--- src/core/video_standard_detector_pkg.sv ---
// Constants, register map and state encoding for the video standard detector
package video_standard_detector_pkg;

  // ****************************************************************
  // Register offsets of the component processor map
  // ****************************************************************
  localparam logic [7:0] OFS_INTERLACE_STATUS  = 8'h12;
  localparam logic [7:0] OFS_MODE_TRIGGER      = 8'h86;
  localparam logic [7:0] OFS_LCF_HIGH          = 8'hA3;
  localparam logic [7:0] OFS_LCF_LOW           = 8'hA4;
  localparam logic [7:0] OFS_VALID_STATUS      = 8'hB1;
  localparam logic [7:0] OFS_BL_LOW            = 8'hB2;
  localparam logic [7:0] OFS_LCVS              = 8'hB3;
  localparam logic [7:0] OFS_FCL_HIGH          = 8'hB8;
  localparam logic [7:0] OFS_FCL_LOW           = 8'hB9;
  localparam logic [7:0] OFS_LOCK_BYPASS       = 8'hF5;

  // ****************************************************************
  // Field positions
  // ****************************************************************
  localparam int BIT_CONT_MODE        = 1;
  localparam int BIT_TRIGGER          = 2;
  localparam int BIT_LOCK_BYPASS      = 1;
  localparam int BIT_VALID            = 7;
  localparam int BIT_INTERLACE_DETECT = 6;
  localparam int BIT_DET_INTERLACE    = 4;
  localparam int BIT_CFG_INTERLACE    = 3;
  localparam int LCVS_LSB             = 3;

  // ****************************************************************
  // Values after reset
  // ****************************************************************
  localparam logic RST_CONT_MODE   = 1'b1;
  localparam logic RST_TRIGGER     = 1'b0;
  localparam logic RST_LOCK_BYPASS = 1'b0;
  localparam logic RST_VALID       = 1'b0;
  localparam logic RST_INTERLACE   = 1'b0;

  // ****************************************************************
  // Measurement counts and lock thresholds
  // ****************************************************************
  localparam logic [3:0]  LINES_PER_BLOCK   = 4'h8;
  localparam logic [7:0]  HLOCK_LINES       = 8'h80;
  localparam logic [2:0]  VLOCK_FIELDS      = 3'h4;
  localparam logic [2:0]  SAME_FIELDS       = 3'h4;
  localparam int          FIELD_DIV_BITS    = 8;
  localparam logic [13:0] LINE_THRESHOLD    = 14'h0010;
  localparam logic [10:0] FIELD_THRESHOLD   = 11'h001;
  localparam logic [4:0]  VSYNC_THRESHOLD   = 5'h01;

  // ****************************************************************
  // Measurement sequencer states, Gray coded
  // ****************************************************************
  typedef enum logic [1:0] {
    ST_IDLE    = 2'b00,
    ST_MEASURE = 2'b01,
    ST_DONE    = 2'b11
  } seq_state_t;

endpackage

--- src/core/sync_edge_detect.sv ---
// Two-flop synchroniser with rising-edge pulse for one sync input
`timescale 1ns/1ps
module sync_edge_detect (
  input  wire logic clk,
  input  wire logic srst,
  input  wire logic syncIn,
  output logic      syncLevel,
  output logic      syncRise
);

  logic meta_q;
  logic meta_d;
  logic level_q;
  logic level_d;
  logic prev_q;
  logic prev_d;

  // ****************************************************************
  // Only the second flop reads the first one
  // ****************************************************************
  always_comb
  begin
    meta_d  = syncIn;
    level_d = meta_q;
    prev_d  = level_q;
  end

  always_ff @(posedge clk)
  begin
    if (srst)
    begin
      meta_q  <= 1'b0;
      level_q <= 1'b0;
      prev_q  <= 1'b0;
    end
    else
    begin
      meta_q  <= meta_d;
      level_q <= level_d;
      prev_q  <= prev_d;
    end
  end

  assign syncLevel = level_q;
  assign syncRise  = level_q & ~prev_q;

endmodule

--- src/core/video_standard_detector.sv ---
// Sync channel standard detector: measurements, locking, modes and registers
`timescale 1ns/1ps
module video_standard_detector (
  input  wire logic       clk,
  input  wire logic       srst,
  input  wire logic       receiverHsync,
  input  wire logic       receiverVsync,
  input  wire logic       receiverDe,
  input  wire logic       configuredInterlace,
  input  wire logic [7:0] regAddr,
  input  wire logic       regWrEn,
  input  wire logic [7:0] regWrData,
  input  wire logic       regRdEn,
  output logic      [7:0] regRdData,
  output logic            processorDe
);

  // ****************************************************************
  // Sync inputs
  // ****************************************************************
  logic hsLevel;
  logic hsRise;
  logic vsLevel;
  logic vsRise;

  sync_edge_detect hsyncSync (
    .clk       (clk),
    .srst      (srst),
    .syncIn    (receiverHsync),
    .syncLevel (hsLevel),
    .syncRise  (hsRise)
  );

  sync_edge_detect vsyncSync (
    .clk       (clk),
    .srst      (srst),
    .syncIn    (receiverVsync),
    .syncLevel (vsLevel),
    .syncRise  (vsRise)
  );

  // ****************************************************************
  // State
  // ****************************************************************
  video_standard_detector_pkg::seq_state_t state_q, state_d;

  logic        contMode_q,     contMode_d;
  logic        trigger_q,      trigger_d;
  logic        trigPrev_q,     trigPrev_d;
  logic        bypass_q,       bypass_d;
  logic        cfgIntl_q,      cfgIntl_d;
  logic        de_q,           de_d;
  logic [7:0]  rdData_q,       rdData_d;

  logic [13:0] lineClk_q,      lineClk_d;
  logic [13:0] prevLine_q,     prevLine_d;
  logic [13:0] blockClk_q,     blockClk_d;
  logic [3:0]  blockLines_q,   blockLines_d;
  logic [13:0] blMeas_q,       blMeas_d;
  logic [10:0] fieldLines_q,   fieldLines_d;
  logic [4:0]  vsLines_q,      vsLines_d;
  logic [20:0] fieldClk_q,     fieldClk_d;
  logic [10:0] prevLcf_q,      prevLcf_d;
  logic [4:0]  prevLcvs_q,     prevLcvs_d;
  logic [12:0] prevFcl_q,      prevFcl_d;
  logic        intlMeas_q,     intlMeas_d;

  logic        hLock_q,        hLock_d;
  logic [7:0]  hCnt_q,         hCnt_d;
  logic        vLock_q,        vLock_d;
  logic [2:0]  vCnt_q,         vCnt_d;
  logic [2:0]  sameCnt_q,      sameCnt_d;

  logic [13:0] blRd_q,         blRd_d;
  logic [10:0] lcfRd_q,        lcfRd_d;
  logic [4:0]  lcvsRd_q,       lcvsRd_d;
  logic [12:0] fclRd_q,        fclRd_d;
  logic        intlRd_q,       intlRd_d;
  logic        valid_q,        valid_d;

  function automatic logic [13:0] absDiff14(input logic [13:0] a, input logic [13:0] b);
    absDiff14 = (a > b) ? (a - b) : (b - a);
  endfunction

  // ****************************************************************
  // Next-state logic
  // ****************************************************************
  always_comb
  begin
    logic        trigRise;
    logic        run;
    logic [13:0] lineLen;
    logic        lineOk;
    logic [10:0] lcfNew;
    logic [4:0]  lcvsNew;
    logic [12:0] fclNew;
    logic        fieldOk;
    logic        measureOk;
    logic        updateNow;
    trigRise   = 1'b0;
    run        = 1'b0;
    lineLen    = 14'h0000;
    lineOk     = 1'b0;
    lcfNew     = 11'h000;
    lcvsNew    = 5'h00;
    fclNew     = 13'h0000;
    fieldOk    = 1'b0;
    measureOk  = 1'b0;
    updateNow  = 1'b0;

    state_d      = state_q;
    contMode_d   = contMode_q;
    trigger_d    = trigger_q;
    trigPrev_d   = trigger_q;
    bypass_d     = bypass_q;
    cfgIntl_d    = configuredInterlace;
    de_d         = receiverDe;
    lineClk_d    = lineClk_q;
    prevLine_d   = prevLine_q;
    blockClk_d   = blockClk_q;
    blockLines_d = blockLines_q;
    blMeas_d     = blMeas_q;
    fieldLines_d = fieldLines_q;
    vsLines_d    = vsLines_q;
    fieldClk_d   = fieldClk_q;
    prevLcf_d    = prevLcf_q;
    prevLcvs_d   = prevLcvs_q;
    prevFcl_d    = prevFcl_q;
    intlMeas_d   = intlMeas_q;
    hLock_d      = hLock_q;
    hCnt_d       = hCnt_q;
    vLock_d      = vLock_q;
    vCnt_d       = vCnt_q;
    sameCnt_d    = sameCnt_q;
    blRd_d       = blRd_q;
    lcfRd_d      = lcfRd_q;
    lcvsRd_d     = lcvsRd_q;
    fclRd_d      = fclRd_q;
    intlRd_d     = intlRd_q;
    valid_d      = valid_q;

    // Control writes; the trigger bit stays as written
    if (regWrEn && regAddr == video_standard_detector_pkg::OFS_MODE_TRIGGER)
    begin
      contMode_d = regWrData[video_standard_detector_pkg::BIT_CONT_MODE];
      trigger_d  = regWrData[video_standard_detector_pkg::BIT_TRIGGER];
    end
    if (regWrEn && regAddr == video_standard_detector_pkg::OFS_LOCK_BYPASS)
    begin
      bypass_d = regWrData[video_standard_detector_pkg::BIT_LOCK_BYPASS];
    end

    // Only a 0 to 1 step acts; a write back to 0 changes nothing else
    trigRise = trigger_q & ~trigPrev_q;

    // ****************************************************************
    // Sequencer
    // ****************************************************************
    case (state_q)
      video_standard_detector_pkg::ST_IDLE:
      begin
        if (contMode_q)
          state_d = video_standard_detector_pkg::ST_MEASURE;
      end
      video_standard_detector_pkg::ST_MEASURE:
      begin
        run = 1'b1;
      end
      video_standard_detector_pkg::ST_DONE:
      begin
        if (contMode_q)
          state_d = video_standard_detector_pkg::ST_MEASURE;
      end
      default:
      begin
        state_d = video_standard_detector_pkg::ST_IDLE;
      end
    endcase

    if (!contMode_q && state_q == video_standard_detector_pkg::ST_MEASURE && trigRise)
      run = 1'b0;

    if (!contMode_q && trigRise)
    begin
      // Clear counters, locks and valid; last line and field references are kept and old results stay readable
      state_d      = video_standard_detector_pkg::ST_MEASURE;
      lineClk_d    = 14'h0000;
      blockClk_d   = 14'h0000;
      blockLines_d = 4'h0;
      fieldLines_d = 11'h000;
      vsLines_d    = 5'h00;
      fieldClk_d   = 21'h000000;
      hLock_d      = 1'b0;
      hCnt_d       = 8'h00;
      vLock_d      = 1'b0;
      vCnt_d       = 3'h0;
      sameCnt_d    = 3'h0;
      valid_d      = 1'b0;
    end
    else if (run)
    begin
      // ****************************************************************
      // Horizontal measurement and lock
      // ****************************************************************
      if (lineClk_q != 14'h3FFF)
        lineClk_d = lineClk_q + 14'h0001;
      if (blockClk_q != 14'h3FFF)
        blockClk_d = blockClk_q + 14'h0001;
      if (hsRise)
      begin
        lineLen    = lineClk_q;
        lineOk     = absDiff14(lineLen, prevLine_q) <= video_standard_detector_pkg::LINE_THRESHOLD;
        prevLine_d = lineLen;
        lineClk_d  = 14'h0000;
        if (blockLines_q == video_standard_detector_pkg::LINES_PER_BLOCK - 4'h1)
        begin
          blMeas_d     = blockClk_q;
          blockClk_d   = 14'h0001;
          blockLines_d = 4'h0;
        end
        else
          blockLines_d = blockLines_q + 4'h1;
        if (fieldLines_q != 11'h7FF)
          fieldLines_d = fieldLines_q + 11'h001;
        if (vsLevel && vsLines_q != 5'h1F)
          vsLines_d = vsLines_q + 5'h01;
        // Count runs of agreeing or disagreeing lines against the lock state
        if (hLock_q != lineOk)
        begin
          if (hCnt_q == video_standard_detector_pkg::HLOCK_LINES - 8'h01)
          begin
            hLock_d = lineOk;
            hCnt_d  = 8'h00;
          end
          else
            hCnt_d = hCnt_q + 8'h01;
        end
        else
          hCnt_d = 8'h00;
      end

      // ****************************************************************
      // Vertical measurement and lock
      // ****************************************************************
      if (fieldClk_q != 21'h1FFFFF)
        fieldClk_d = fieldClk_q + 21'h000001;
      if (vsRise)
      begin
        lcfNew  = fieldLines_q;
        lcvsNew = vsLines_q;
        fclNew  = fieldClk_q[20:video_standard_detector_pkg::FIELD_DIV_BITS];
        fieldOk = (absDiff14({3'b000, lcfNew}, {3'b000, prevLcf_q}) <=
                   {3'b000, video_standard_detector_pkg::FIELD_THRESHOLD}) &&
                  (absDiff14({9'h000, lcvsNew}, {9'h000, prevLcvs_q}) <=
                   {9'h000, video_standard_detector_pkg::VSYNC_THRESHOLD});
        // Alternating line counts mean two fields per frame
        intlMeas_d   = (lcfNew != prevLcf_q);
        prevLcf_d    = lcfNew;
        prevLcvs_d   = lcvsNew;
        prevFcl_d    = fclNew;
        fieldLines_d = 11'h000;
        vsLines_d    = 5'h00;
        fieldClk_d   = 21'h000001;
        if (vLock_q != fieldOk)
        begin
          if (vCnt_q == video_standard_detector_pkg::VLOCK_FIELDS - 3'h1)
          begin
            vLock_d = fieldOk;
            vCnt_d  = 3'h0;
          end
          else
            vCnt_d = vCnt_q + 3'h1;
        end
        else
          vCnt_d = 3'h0;
        if (fclNew == prevFcl_q)
        begin
          if (sameCnt_q != video_standard_detector_pkg::SAME_FIELDS)
            sameCnt_d = sameCnt_q + 3'h1;
        end
        else
          sameCnt_d = 3'h0;

        measureOk = hLock_d && vLock_d &&
                    (sameCnt_d == video_standard_detector_pkg::SAME_FIELDS);
        updateNow = bypass_q || measureOk;
        if (updateNow)
        begin
          // All readbacks move together so valid covers one consistent set
          blRd_d   = blMeas_q;
          lcfRd_d  = lcfNew;
          lcvsRd_d = lcvsNew;
          fclRd_d  = fclNew;
          intlRd_d = intlMeas_d;
        end
        valid_d = measureOk;
        if (!contMode_q && measureOk)
          state_d = video_standard_detector_pkg::ST_DONE;
      end
      else if (contMode_q && !(hLock_q && vLock_q))
        valid_d = 1'b0;
    end
    else if (contMode_q != contMode_d && !contMode_d)
      state_d = video_standard_detector_pkg::ST_IDLE;

    if (contMode_q && !contMode_d)
      state_d = video_standard_detector_pkg::ST_IDLE;

    // ****************************************************************
    // Register read; results and settings, no setting is changed by them
    // ****************************************************************
    rdData_d = rdData_q;
    if (regRdEn)
    begin
      case (regAddr)
        video_standard_detector_pkg::OFS_INTERLACE_STATUS:
          rdData_d = {3'b000, intlRd_q, cfgIntl_q, 3'b000};
        video_standard_detector_pkg::OFS_MODE_TRIGGER:
          rdData_d = {5'b00000, trigger_q, contMode_q, 1'b0};
        video_standard_detector_pkg::OFS_LCF_HIGH:
          rdData_d = {5'b00000, lcfRd_q[10:8]};
        video_standard_detector_pkg::OFS_LCF_LOW:
          rdData_d = lcfRd_q[7:0];
        video_standard_detector_pkg::OFS_VALID_STATUS:
          rdData_d = {valid_q, intlRd_q, blRd_q[13:8]};
        video_standard_detector_pkg::OFS_BL_LOW:
          rdData_d = blRd_q[7:0];
        video_standard_detector_pkg::OFS_LCVS:
          rdData_d = {lcvsRd_q, 3'b000};
        video_standard_detector_pkg::OFS_FCL_HIGH:
          rdData_d = {3'b000, fclRd_q[12:8]};
        video_standard_detector_pkg::OFS_FCL_LOW:
          rdData_d = fclRd_q[7:0];
        video_standard_detector_pkg::OFS_LOCK_BYPASS:
          rdData_d = {6'b000000, bypass_q, 1'b0};
        default:
          rdData_d = 8'h00;
      endcase
    end
  end

  // ****************************************************************
  // Registers
  // ****************************************************************
  always_ff @(posedge clk)
  begin
    if (srst)
    begin
      state_q      <= video_standard_detector_pkg::ST_IDLE;
      contMode_q   <= video_standard_detector_pkg::RST_CONT_MODE;
      trigger_q    <= video_standard_detector_pkg::RST_TRIGGER;
      trigPrev_q   <= video_standard_detector_pkg::RST_TRIGGER;
      bypass_q     <= video_standard_detector_pkg::RST_LOCK_BYPASS;
      cfgIntl_q    <= video_standard_detector_pkg::RST_INTERLACE;
      de_q         <= 1'b0;
      rdData_q     <= 8'h00;
      lineClk_q    <= 14'h0000;
      prevLine_q   <= 14'h0000;
      blockClk_q   <= 14'h0000;
      blockLines_q <= 4'h0;
      blMeas_q     <= 14'h0000;
      fieldLines_q <= 11'h000;
      vsLines_q    <= 5'h00;
      fieldClk_q   <= 21'h000000;
      prevLcf_q    <= 11'h000;
      prevLcvs_q   <= 5'h00;
      prevFcl_q    <= 13'h0000;
      intlMeas_q   <= video_standard_detector_pkg::RST_INTERLACE;
      hLock_q      <= 1'b0;
      hCnt_q       <= 8'h00;
      vLock_q      <= 1'b0;
      vCnt_q       <= 3'h0;
      sameCnt_q    <= 3'h0;
      blRd_q       <= 14'h0000;
      lcfRd_q      <= 11'h000;
      lcvsRd_q     <= 5'h00;
      fclRd_q      <= 13'h0000;
      intlRd_q     <= video_standard_detector_pkg::RST_INTERLACE;
      valid_q      <= video_standard_detector_pkg::RST_VALID;
    end
    else
    begin
      state_q      <= state_d;
      contMode_q   <= contMode_d;
      trigger_q    <= trigger_d;
      trigPrev_q   <= trigPrev_d;
      bypass_q     <= bypass_d;
      cfgIntl_q    <= cfgIntl_d;
      de_q         <= de_d;
      rdData_q     <= rdData_d;
      lineClk_q    <= lineClk_d;
      prevLine_q   <= prevLine_d;
      blockClk_q   <= blockClk_d;
      blockLines_q <= blockLines_d;
      blMeas_q     <= blMeas_d;
      fieldLines_q <= fieldLines_d;
      vsLines_q    <= vsLines_d;
      fieldClk_q   <= fieldClk_d;
      prevLcf_q    <= prevLcf_d;
      prevLcvs_q   <= prevLcvs_d;
      prevFcl_q    <= prevFcl_d;
      intlMeas_q   <= intlMeas_d;
      hLock_q      <= hLock_d;
      hCnt_q       <= hCnt_d;
      vLock_q      <= vLock_d;
      vCnt_q       <= vCnt_d;
      sameCnt_q    <= sameCnt_d;
      blRd_q       <= blRd_d;
      lcfRd_q      <= lcfRd_d;
      lcvsRd_q     <= lcvsRd_d;
      fclRd_q      <= fclRd_d;
      intlRd_q     <= intlRd_d;
      valid_q      <= valid_d;
    end
  end

  // ****************************************************************
  // Outputs
  // ****************************************************************
  assign regRdData   = rdData_q;
  assign processorDe = de_q;

endmodule

--- config.mk ---
export PLATFORM = sky130hd
export DESIGN_NAME = video_standard_detector
export DESIGN_NICKNAME = d
export VERILOG_FILES = /design/src/core/video_standard_detector_pkg.sv /design/src/core/sync_edge_detect.sv /design/src/core/video_standard_detector.sv
export SDC_FILE = /design/constraint.sdc
export NUM_CORES = 1
export LEC_CHECK = 0
export CAP_MARGIN = 20
export CORE_ASPECT_RATIO = 0.9
export CORE_MARGIN = 8
export CORE_UTILIZATION = 45
export CTS_BUF_LIST = sky130_fd_sc_hd__clkbuf_4 sky130_fd_sc_hd__clkbuf_8 sky130_fd_sc_hd__clkbuf_16
export DETAILED_ROUTE_END_ITERATION = 6
export DONT_BUFFER_PORTS = 1
export HOLD_SLACK_MARGIN = 0.03
export PLACE_DENSITY_LB_ADDON = 0.2
export SLEW_MARGIN = 20
export SYNTH_ARGS = -nofsm -noshare
export SYNTH_HDL_FRONTEND = slang
export SYNTH_HIERARCHICAL = 1
export SYNTH_SLANG_ARGS = --single-unit
--- constraint.sdc ---
create_clock -name clk -period 7.6 [get_ports clk]
set_input_delay 2.28 -clock clk [delete_from_list [all_inputs] [get_ports clk]]
set_output_delay 2.28 -clock clk [all_outputs]
set_load 0.05 [all_outputs]
### After elaboration in Yosys (flattened, before gate mapping)

Cells that the tools add are included.

* output and inout bits: 9
* bits in latches: 0
* memories kept: 0
* logic and storage cells: 181
* ROM bits: 0
* RAM bits: 0
* register bits: 209
* bits of input ports: 24

* eq/ne operators: 27
* bitwise gates (word level): 7
* $add $sub $neg: 15
* order comparisons: 6
* mux-type cells: 49
* multiply operators: 0
* reduce and logical (&&, ||, !) cells: 40
* shifts and indexed selects: 0
* div/mod/pow operators: 0

Operator list (number)
* two-way mux 14 bit: 8
* one-hot mux 8 bit (10 select lines): 1
* == test 8 bit, second input constant: 9
* two-way mux 21 bit: 2
* two-way mux 11 bit: 3
* adder 14 x 1 -> 14 bit, second input constant: 2
* <= comparator 14 x 1 -> 1 bit, second input constant: 2
* inequality test 14 bit, second input constant: 2
* subtractor 14 bit: 2
* subtractor 11 x 11 -> 12 bit: 2
* adder 21 x 1 -> 21 bit, second input constant: 1
* two-way mux 3 bit: 7
* inequality test 21 bit, second input constant: 1
* two-way mux 1 bit: 16
* two-way mux 8 bit: 2
* two-way mux 5 bit: 3
* > comparator 14 bit: 1
* <= comparator 14 x 5 -> 1 bit, second input constant: 1
* logical AND 1 bit: 14
* == test 13 bit: 1
* AND reduction 3 bit: 4
* nonzero test 2 bit: 6
* subtractor 5 x 5 -> 6 bit: 2
* adder 11 x 1 -> 11 bit, second input constant: 1
* other kinds (30): 51

### Logic depth before layout (Yosys ltp)

* depth in word-level cells: 16
* mapped depth: 18
* gate-level depth less buffers: 15

### Cells and area by module

The synthesis kept the hierarchy.

Modules (own cells, without submodules)
* video_standard_detector: sequential area each 4063.9 um^2, instances 1, area an instance 12308.1 um^2, cells an instance 1545
* sync_edge_detect: sequential area each 60.1 um^2, instances 2, area an instance 87.6 um^2, cells an instance 7

### Least setup slack after synthesis

OpenSTA, ideal clock, no wires.

* path type: input to register
* start: input regAddr[1]
* end: register rdData_q[3], in the netlist regRdData[3]
* setup time: 0.091 ns
* path buffers: 0
* path slack: 3.371 ns
* stages on the path: 6
* arrival time: 4.138 ns
* data required time: 7.509 ns
* cell sequence: or4b_2 > nor4_1 > a22oi_1 > nand2_1 > a221oi_1 > a311oi_1

* cells in the longest elaborated chain, start to end: 2
* elaborated cells on any way between the ends: 11
* classes of those cells: eq/ne (10); mux (1)

RTL lines
* from (decl): line video_standard_detector.sv:10 `input wire logic [7:0] regAddr,`
* == test 8 bit or == test 8 x 5 -> 1 bit (tied branches): line video_standard_detector.sv:315 `case (regAddr)`
* one-hot mux 8 bit (10 select lines) (*): line video_standard_detector.sv:315
* to (signal assigned): line video_standard_detector.sv:390 `rdData_q <= rdData_d;`
* to (decl): line video_standard_detector.sv:53 `logic [7:0] rdData_q, rdData_d;`

Mark *: on every way between the ends. The rest lies on a longest branch, timed or not.
A chain may end at the register's enable or synchronous reset.

### Final worst setup path

* start: register lineClk_q[10]
* end: register fclRd_q[0]

* cells in the longest elaborated chain, start to end: 12
* elaborated cells on any way between the ends: 15
* classes of those cells: add/sub (2); order compare (2); eq/ne (1); mux (6); reduce/logical (4)

RTL lines
* from (decl): line video_standard_detector.sv:55 `logic [13:0] lineClk_q, lineClk_d;`
* from (signal assigned): line video_standard_detector.sv:391 `lineClk_q <= lineClk_d;`
* subtractor 14 bit or > comparator 14 bit (tied branches): line video_standard_detector.sv:82 `absDiff14 = (a > b) ? (a - b) : (b - a);`
* two-way mux 14 bit (*): line video_standard_detector.sv:82
* <= comparator 14 x 5 -> 1 bit (*): line video_standard_detector.sv:212 `lineOk = absDiff14(lineLen, prevLine_q) <= video_standard_detector_pkg::LINE_THRESHOLD;`
* two-way mux 1 bit or inequality test 1 bit (tied branches): line video_standard_detector.sv:230, video_standard_detector.sv:228
* two-way mux 1 bit (*): line video_standard_detector.sv:228 `if (hLock_q != lineOk)`
* two-way mux 1 bit (*): line video_standard_detector.sv:209 `if (hsRise)`
* two-way mux 1 bit (*): line video_standard_detector.sv:200 `else if (run)`
* two-way mux 1 bit (*): line video_standard_detector.sv:183 `if (!contMode_q && trigRise)`
* logical AND 1 bit (*) (2 in series): line video_standard_detector.sv:284 `measureOk = hLock_d && vLock_d &&`
* logical OR 1 bit (*): line video_standard_detector.sv:286 `updateNow = bypass_q || measureOk;`
* AND reduction 4 bit (no line) (*)
* to (signal assigned): line video_standard_detector.sv:411 `fclRd_q <= fclRd_d;`
* to (decl): line video_standard_detector.sv:77 `logic [12:0] fclRd_q, fclRd_d;`

Mark *: on every way between the ends. The rest lies on a longest branch, timed or not. The select of a mux whose other input is x is not followed.

==> impl_metrics.csv <==
group,metric,value,unit
routing,drt_iter0_drc,672,
power_and_ir_drop,power.total,2.50,mW
routing,postRouteAntennaNets,0,
place,dp_hpwl,21500,um
grt,grt_antenna_before_repair,0,
routing,viasPerCell,5.50,
clock_network,htreeDepth,1,
sta,slew_violations,0,
layout,nFillCells,2715,
setup_path,crit_family,"compound AO/OA/AOI/OAI gates",
setup_path,cp-end-kind,"flip-flop",
setup_path,worstPathMaxFanout,34,
clock_network,clock_sinks,209,
floorplan,fp.dieArea,33300,um^2
sta,finalCriticalPeriod,5430,ps
place,dp_cells,1853,
power_and_ir_drop,leakage,4.82,nW
synthesis,synth_ff_type,"dfxtp_1",
sta,setup_ws,2170,ps
floorplan,dieWidth,192,um
grt,grt_pass1_wl,50200,um
grt,globalRouteOverflowTotal,0,
setup_path,crit_path_start_kind,"flip-flop",
synthesis,yosysUniqueCellTypes,81,
setup_path,path_depth,15,
grt,grt_max_degree,174,
floorplan,std_cell_rows,58,
clock_network,cts_buffers,24,
routing,vias,10407,
setup_path,slowest_stage,"a21oi_1",
routing,drcViolationCount,0,
synthesis,synth.largest_area_cell,"dfxtp_1",
clock_network,cts_root_buf,"clkbuf_16",
setup_path,crit_path_max_incr_delay,820,ps
sta,finalHoldViolCount,0,
setup_path,r2r_end,"fclRd_q[0]",
synthesis,synth_edf_count,0,
setup_path,path_class,"reg -> reg",
sta,finalSetupTns,0,ps
sta,max_slew_margin,0.236,
place,port-buffer-count,0,
routing,wl,30100,um
setup_path,r2r_cells,15,
synthesis,yosys-top-cells-area,"dfxtp_1 (34%), ha_1 (7.3%), nand2_1 (6.4%), a21oi_1 (5.4%), nand2b_1 (4.8%)",
synthesis,yosys_warnings,6,
setup_path,arrival,5870,ps
clock_network,clk_pin_slew,60,ps
sta,fmax,0.184,GHz
layout,area_growth_syn_to_layout,7.68,%
floorplan,boundaryPins,33,
setup_path,crit_chain,"inv_1 -> ha_1 -> nand4_1 -> or2_2 -> a211o_1 -> a21oi_1 -> mux2i_1 -> xor2_1 -> a41oi_1 -> nor4_1 -> nand3_1 -> buf_4 -> o21ai_4 -> buf_4 -> mux2i_1",
clock_network,cts_resized,0,
sta,finalSetupViolations,0,
synthesis,synth_cells,1559,
synthesis,synth-seq-cells,209,
layout,drive_gt1_frac,0.0568,
place,gp_congestion,0.867,
status,status,"completed",
grt,gr-usage-all-layers,0.179,
floorplan,coreArea,27600,um^2
layout,antenna_cells,0,
sta,grt_setup_unrepaired,"no",
power_and_ir_drop,power_density,186,nW/um^2
synthesis,synth_area,12500,um^2
clock_network,postCtsSetupBuffers,0,
clock_network,cts_hold_buf,0,
routing,wl_per_cell,15.9,um
setup_path,r2r_setup_slack,2170,ps
floorplan,initial_core_util,0.451,
grt,grt_pass1_vias,9891,
layout,fin_nets,1620,
routing,firstDrtPassIters,5,
synthesis,synth.avg_cell_area,8.01,um^2
layout,fin_cells,1892,
clock_network,clockBufferDepth,3,
setup_path,cp-startpoint,"lineClk_q[10]",
clock_network,clk_latency,520,ps
sta,holdWs,437,ps
place,pre_cts_ws,2190,ps
run,maxCapViolCount,0,
sta,skew,17.9,ps
synthesis,syn_nets,1660,
clock_network,tritoncts,"done",
synthesis,seq_area_frac_synth,0.335,
setup_path,timing.rr.start,"lineClk_q[10]",
power_and_ir_drop,peakVddDrop,0.156,mV
setup_path,required,8040,ps
sta,worstMarginPinSlew,1130,ps
synthesis,postSynth.asyncResetShare,0,
sta,fin_crit_sh,0.714,
setup_path,cp-endpoint,"fclRd_q[0]",
setup_path,path_buf_inv,3,
synthesis,netlist.area_leader.share,0.335,
floorplan,die_y,174,um
worst_hold_path,hold_class,"reg -> reg",
## layer usage
layer / global-route usage / wire (um) / up-vias
met5: 0 / 0 / -
met3: 0.0286 / 1590 / 45
met1: 0.251 / 14700 / 4831
met2: 0.281 / 13200 / 217
li1: - / - / 5314
met4: 0.0449 / 632 / 0
## logic make-up after synthesis
logic type	after synthesis	share of synthesized area
flip-flops	209	0.335
XOR/XNOR	77	0.0540
AND/OR/NAND/NOR	660	0.263
adder cells (fa/ha/maj)	77	0.0796
multiplexers	67	0.0548
buffers and inverters	168	0.0574
AO/OA/AOI/OAI	301	0.156
## through the flow
step | cell area (um^2) | utilization
after floorplan | 12500 | -
after global placement | 12700 | 0.458
after detailed placement | 12700 | 0.458
after CTS | 13400 | 0.486
after global routing | 13400 | 0.486
final | 13400 | 0.486
## worst register-to-register path: cells and delay by family (launching register included)
family	cells	cell delay, ps
AO/OA/AOI/OAI	4	1720
XOR/XNOR	1	160
adder cells (fa/ha/maj)	1	490
buffers and inverters	3	900
flip-flops	1	390
multiplexers	2	600
AND/OR/NAND/NOR	4	1110
## synth_stat cells, types with 15 or more instances
master,n
a211oi_1,15
a21oi_1,135
clkbuf_1,62
dfxtp_1,209
ha_1,73
inv_1,90
mux2i_1,56
nand2_1,213
nand2b_1,96
nand3_1,46
nand4_1,27
nor2_1,130
nor2b_1,21
nor3_1,22
nor4_1,20
o21ai_0,28
xnor2_1,45
xor2_1,32
## state kept, by name, indices dropped and copies added (netlist names), 3 cells and up
name and count:
blMeas_q 14, blRd_q 14, blockClk_q 14, blockLines_q 4
fclRd_q 13, fieldClk_q 21, fieldLines_q 11, hCnt_q 8
lcfRd_q 11, lcvsRd_q 5, lineClk_q 14, prevFcl_q 13
prevLcf_q 11, prevLcvs_q 5, prevLine_q 14, regRdData 8
sameCnt_q 3, vCnt_q 3, vsLines_q 5
## layout make-up
| cell class | instances | area (um^2) | share of cell area |
|---|---|---|---|
| clock buffers | 30 | 671 | 0.0499 |
| clock inverters | 9 | 113 | 0.00838 |
| inverters | 90 | 338 | 0.0251 |
| multi-input cells | 1182 | 7600 | 0.565 |
| flip-flops and latches | 209 | 4180 | 0.311 |
| well taps | 360 | 450 | 0.0335 |
| repair buffers | 12 | 90.1 | 0.00670 |
## power breakdown
group	switching [mW]	internal, mW	total, mW
sequential	0.0203	1.11	1.13
combinational	0.129	0.0892	0.218
clock	0.463	0.690	1.15
## worst min path at each step
stage                            from                   to  slack [ps]  cells after the start
detailed placement          vCnt_q[2]            vCnt_q[2]         420                      2
global route        hsyncSync/level_d  hsyncSync/syncLevel         470                      1
global placement            vCnt_q[2]            vCnt_q[2]         410                      2
finish                      vCnt_q[2]            vCnt_q[2]         440                      2
floorplan                   vCnt_q[2]            vCnt_q[2]         410                      2
CTS                         vCnt_q[2]            vCnt_q[2]         440                      2
## placed cells by master (no fill, tap or decap), types with 12 or more instances in the layout
| cell type | synthesis | final |
|---|---|---|
| nand3_1 | 46 | 46 |
| mux2i_1 | 56 | 56 |
| buf_4 | 1 | 12 |
| clkbuf_16 | 0 | 24 |
| nand4_1 | 27 | 27 |
| nor2b_1 | 21 | 21 |
| nor3_1 | 22 | 22 |
| xor2_1 | 32 | 32 |
| a21o_1 | 12 | 12 |
| and2_1 | 12 | 12 |
| nor2_1 | 130 | 129 |
| a31oi_1 | 14 | 14 |
| a211oi_1 | 15 | 15 |
| inv_1 | 90 | 90 |
| dfxtp_1 | 209 | 209 |
| ha_1 | 73 | 73 |
| nand2b_1 | 96 | 96 |
| o21ai_0 | 28 | 28 |
| and3_1 | 14 | 14 |
| nor4_1 | 20 | 20 |
| nand2_1 | 213 | 213 |
| a21oi_1 | 135 | 135 |
| xnor2_1 | 45 | 45 |
No activity file was read; power rests on OpenSTA's default activity.
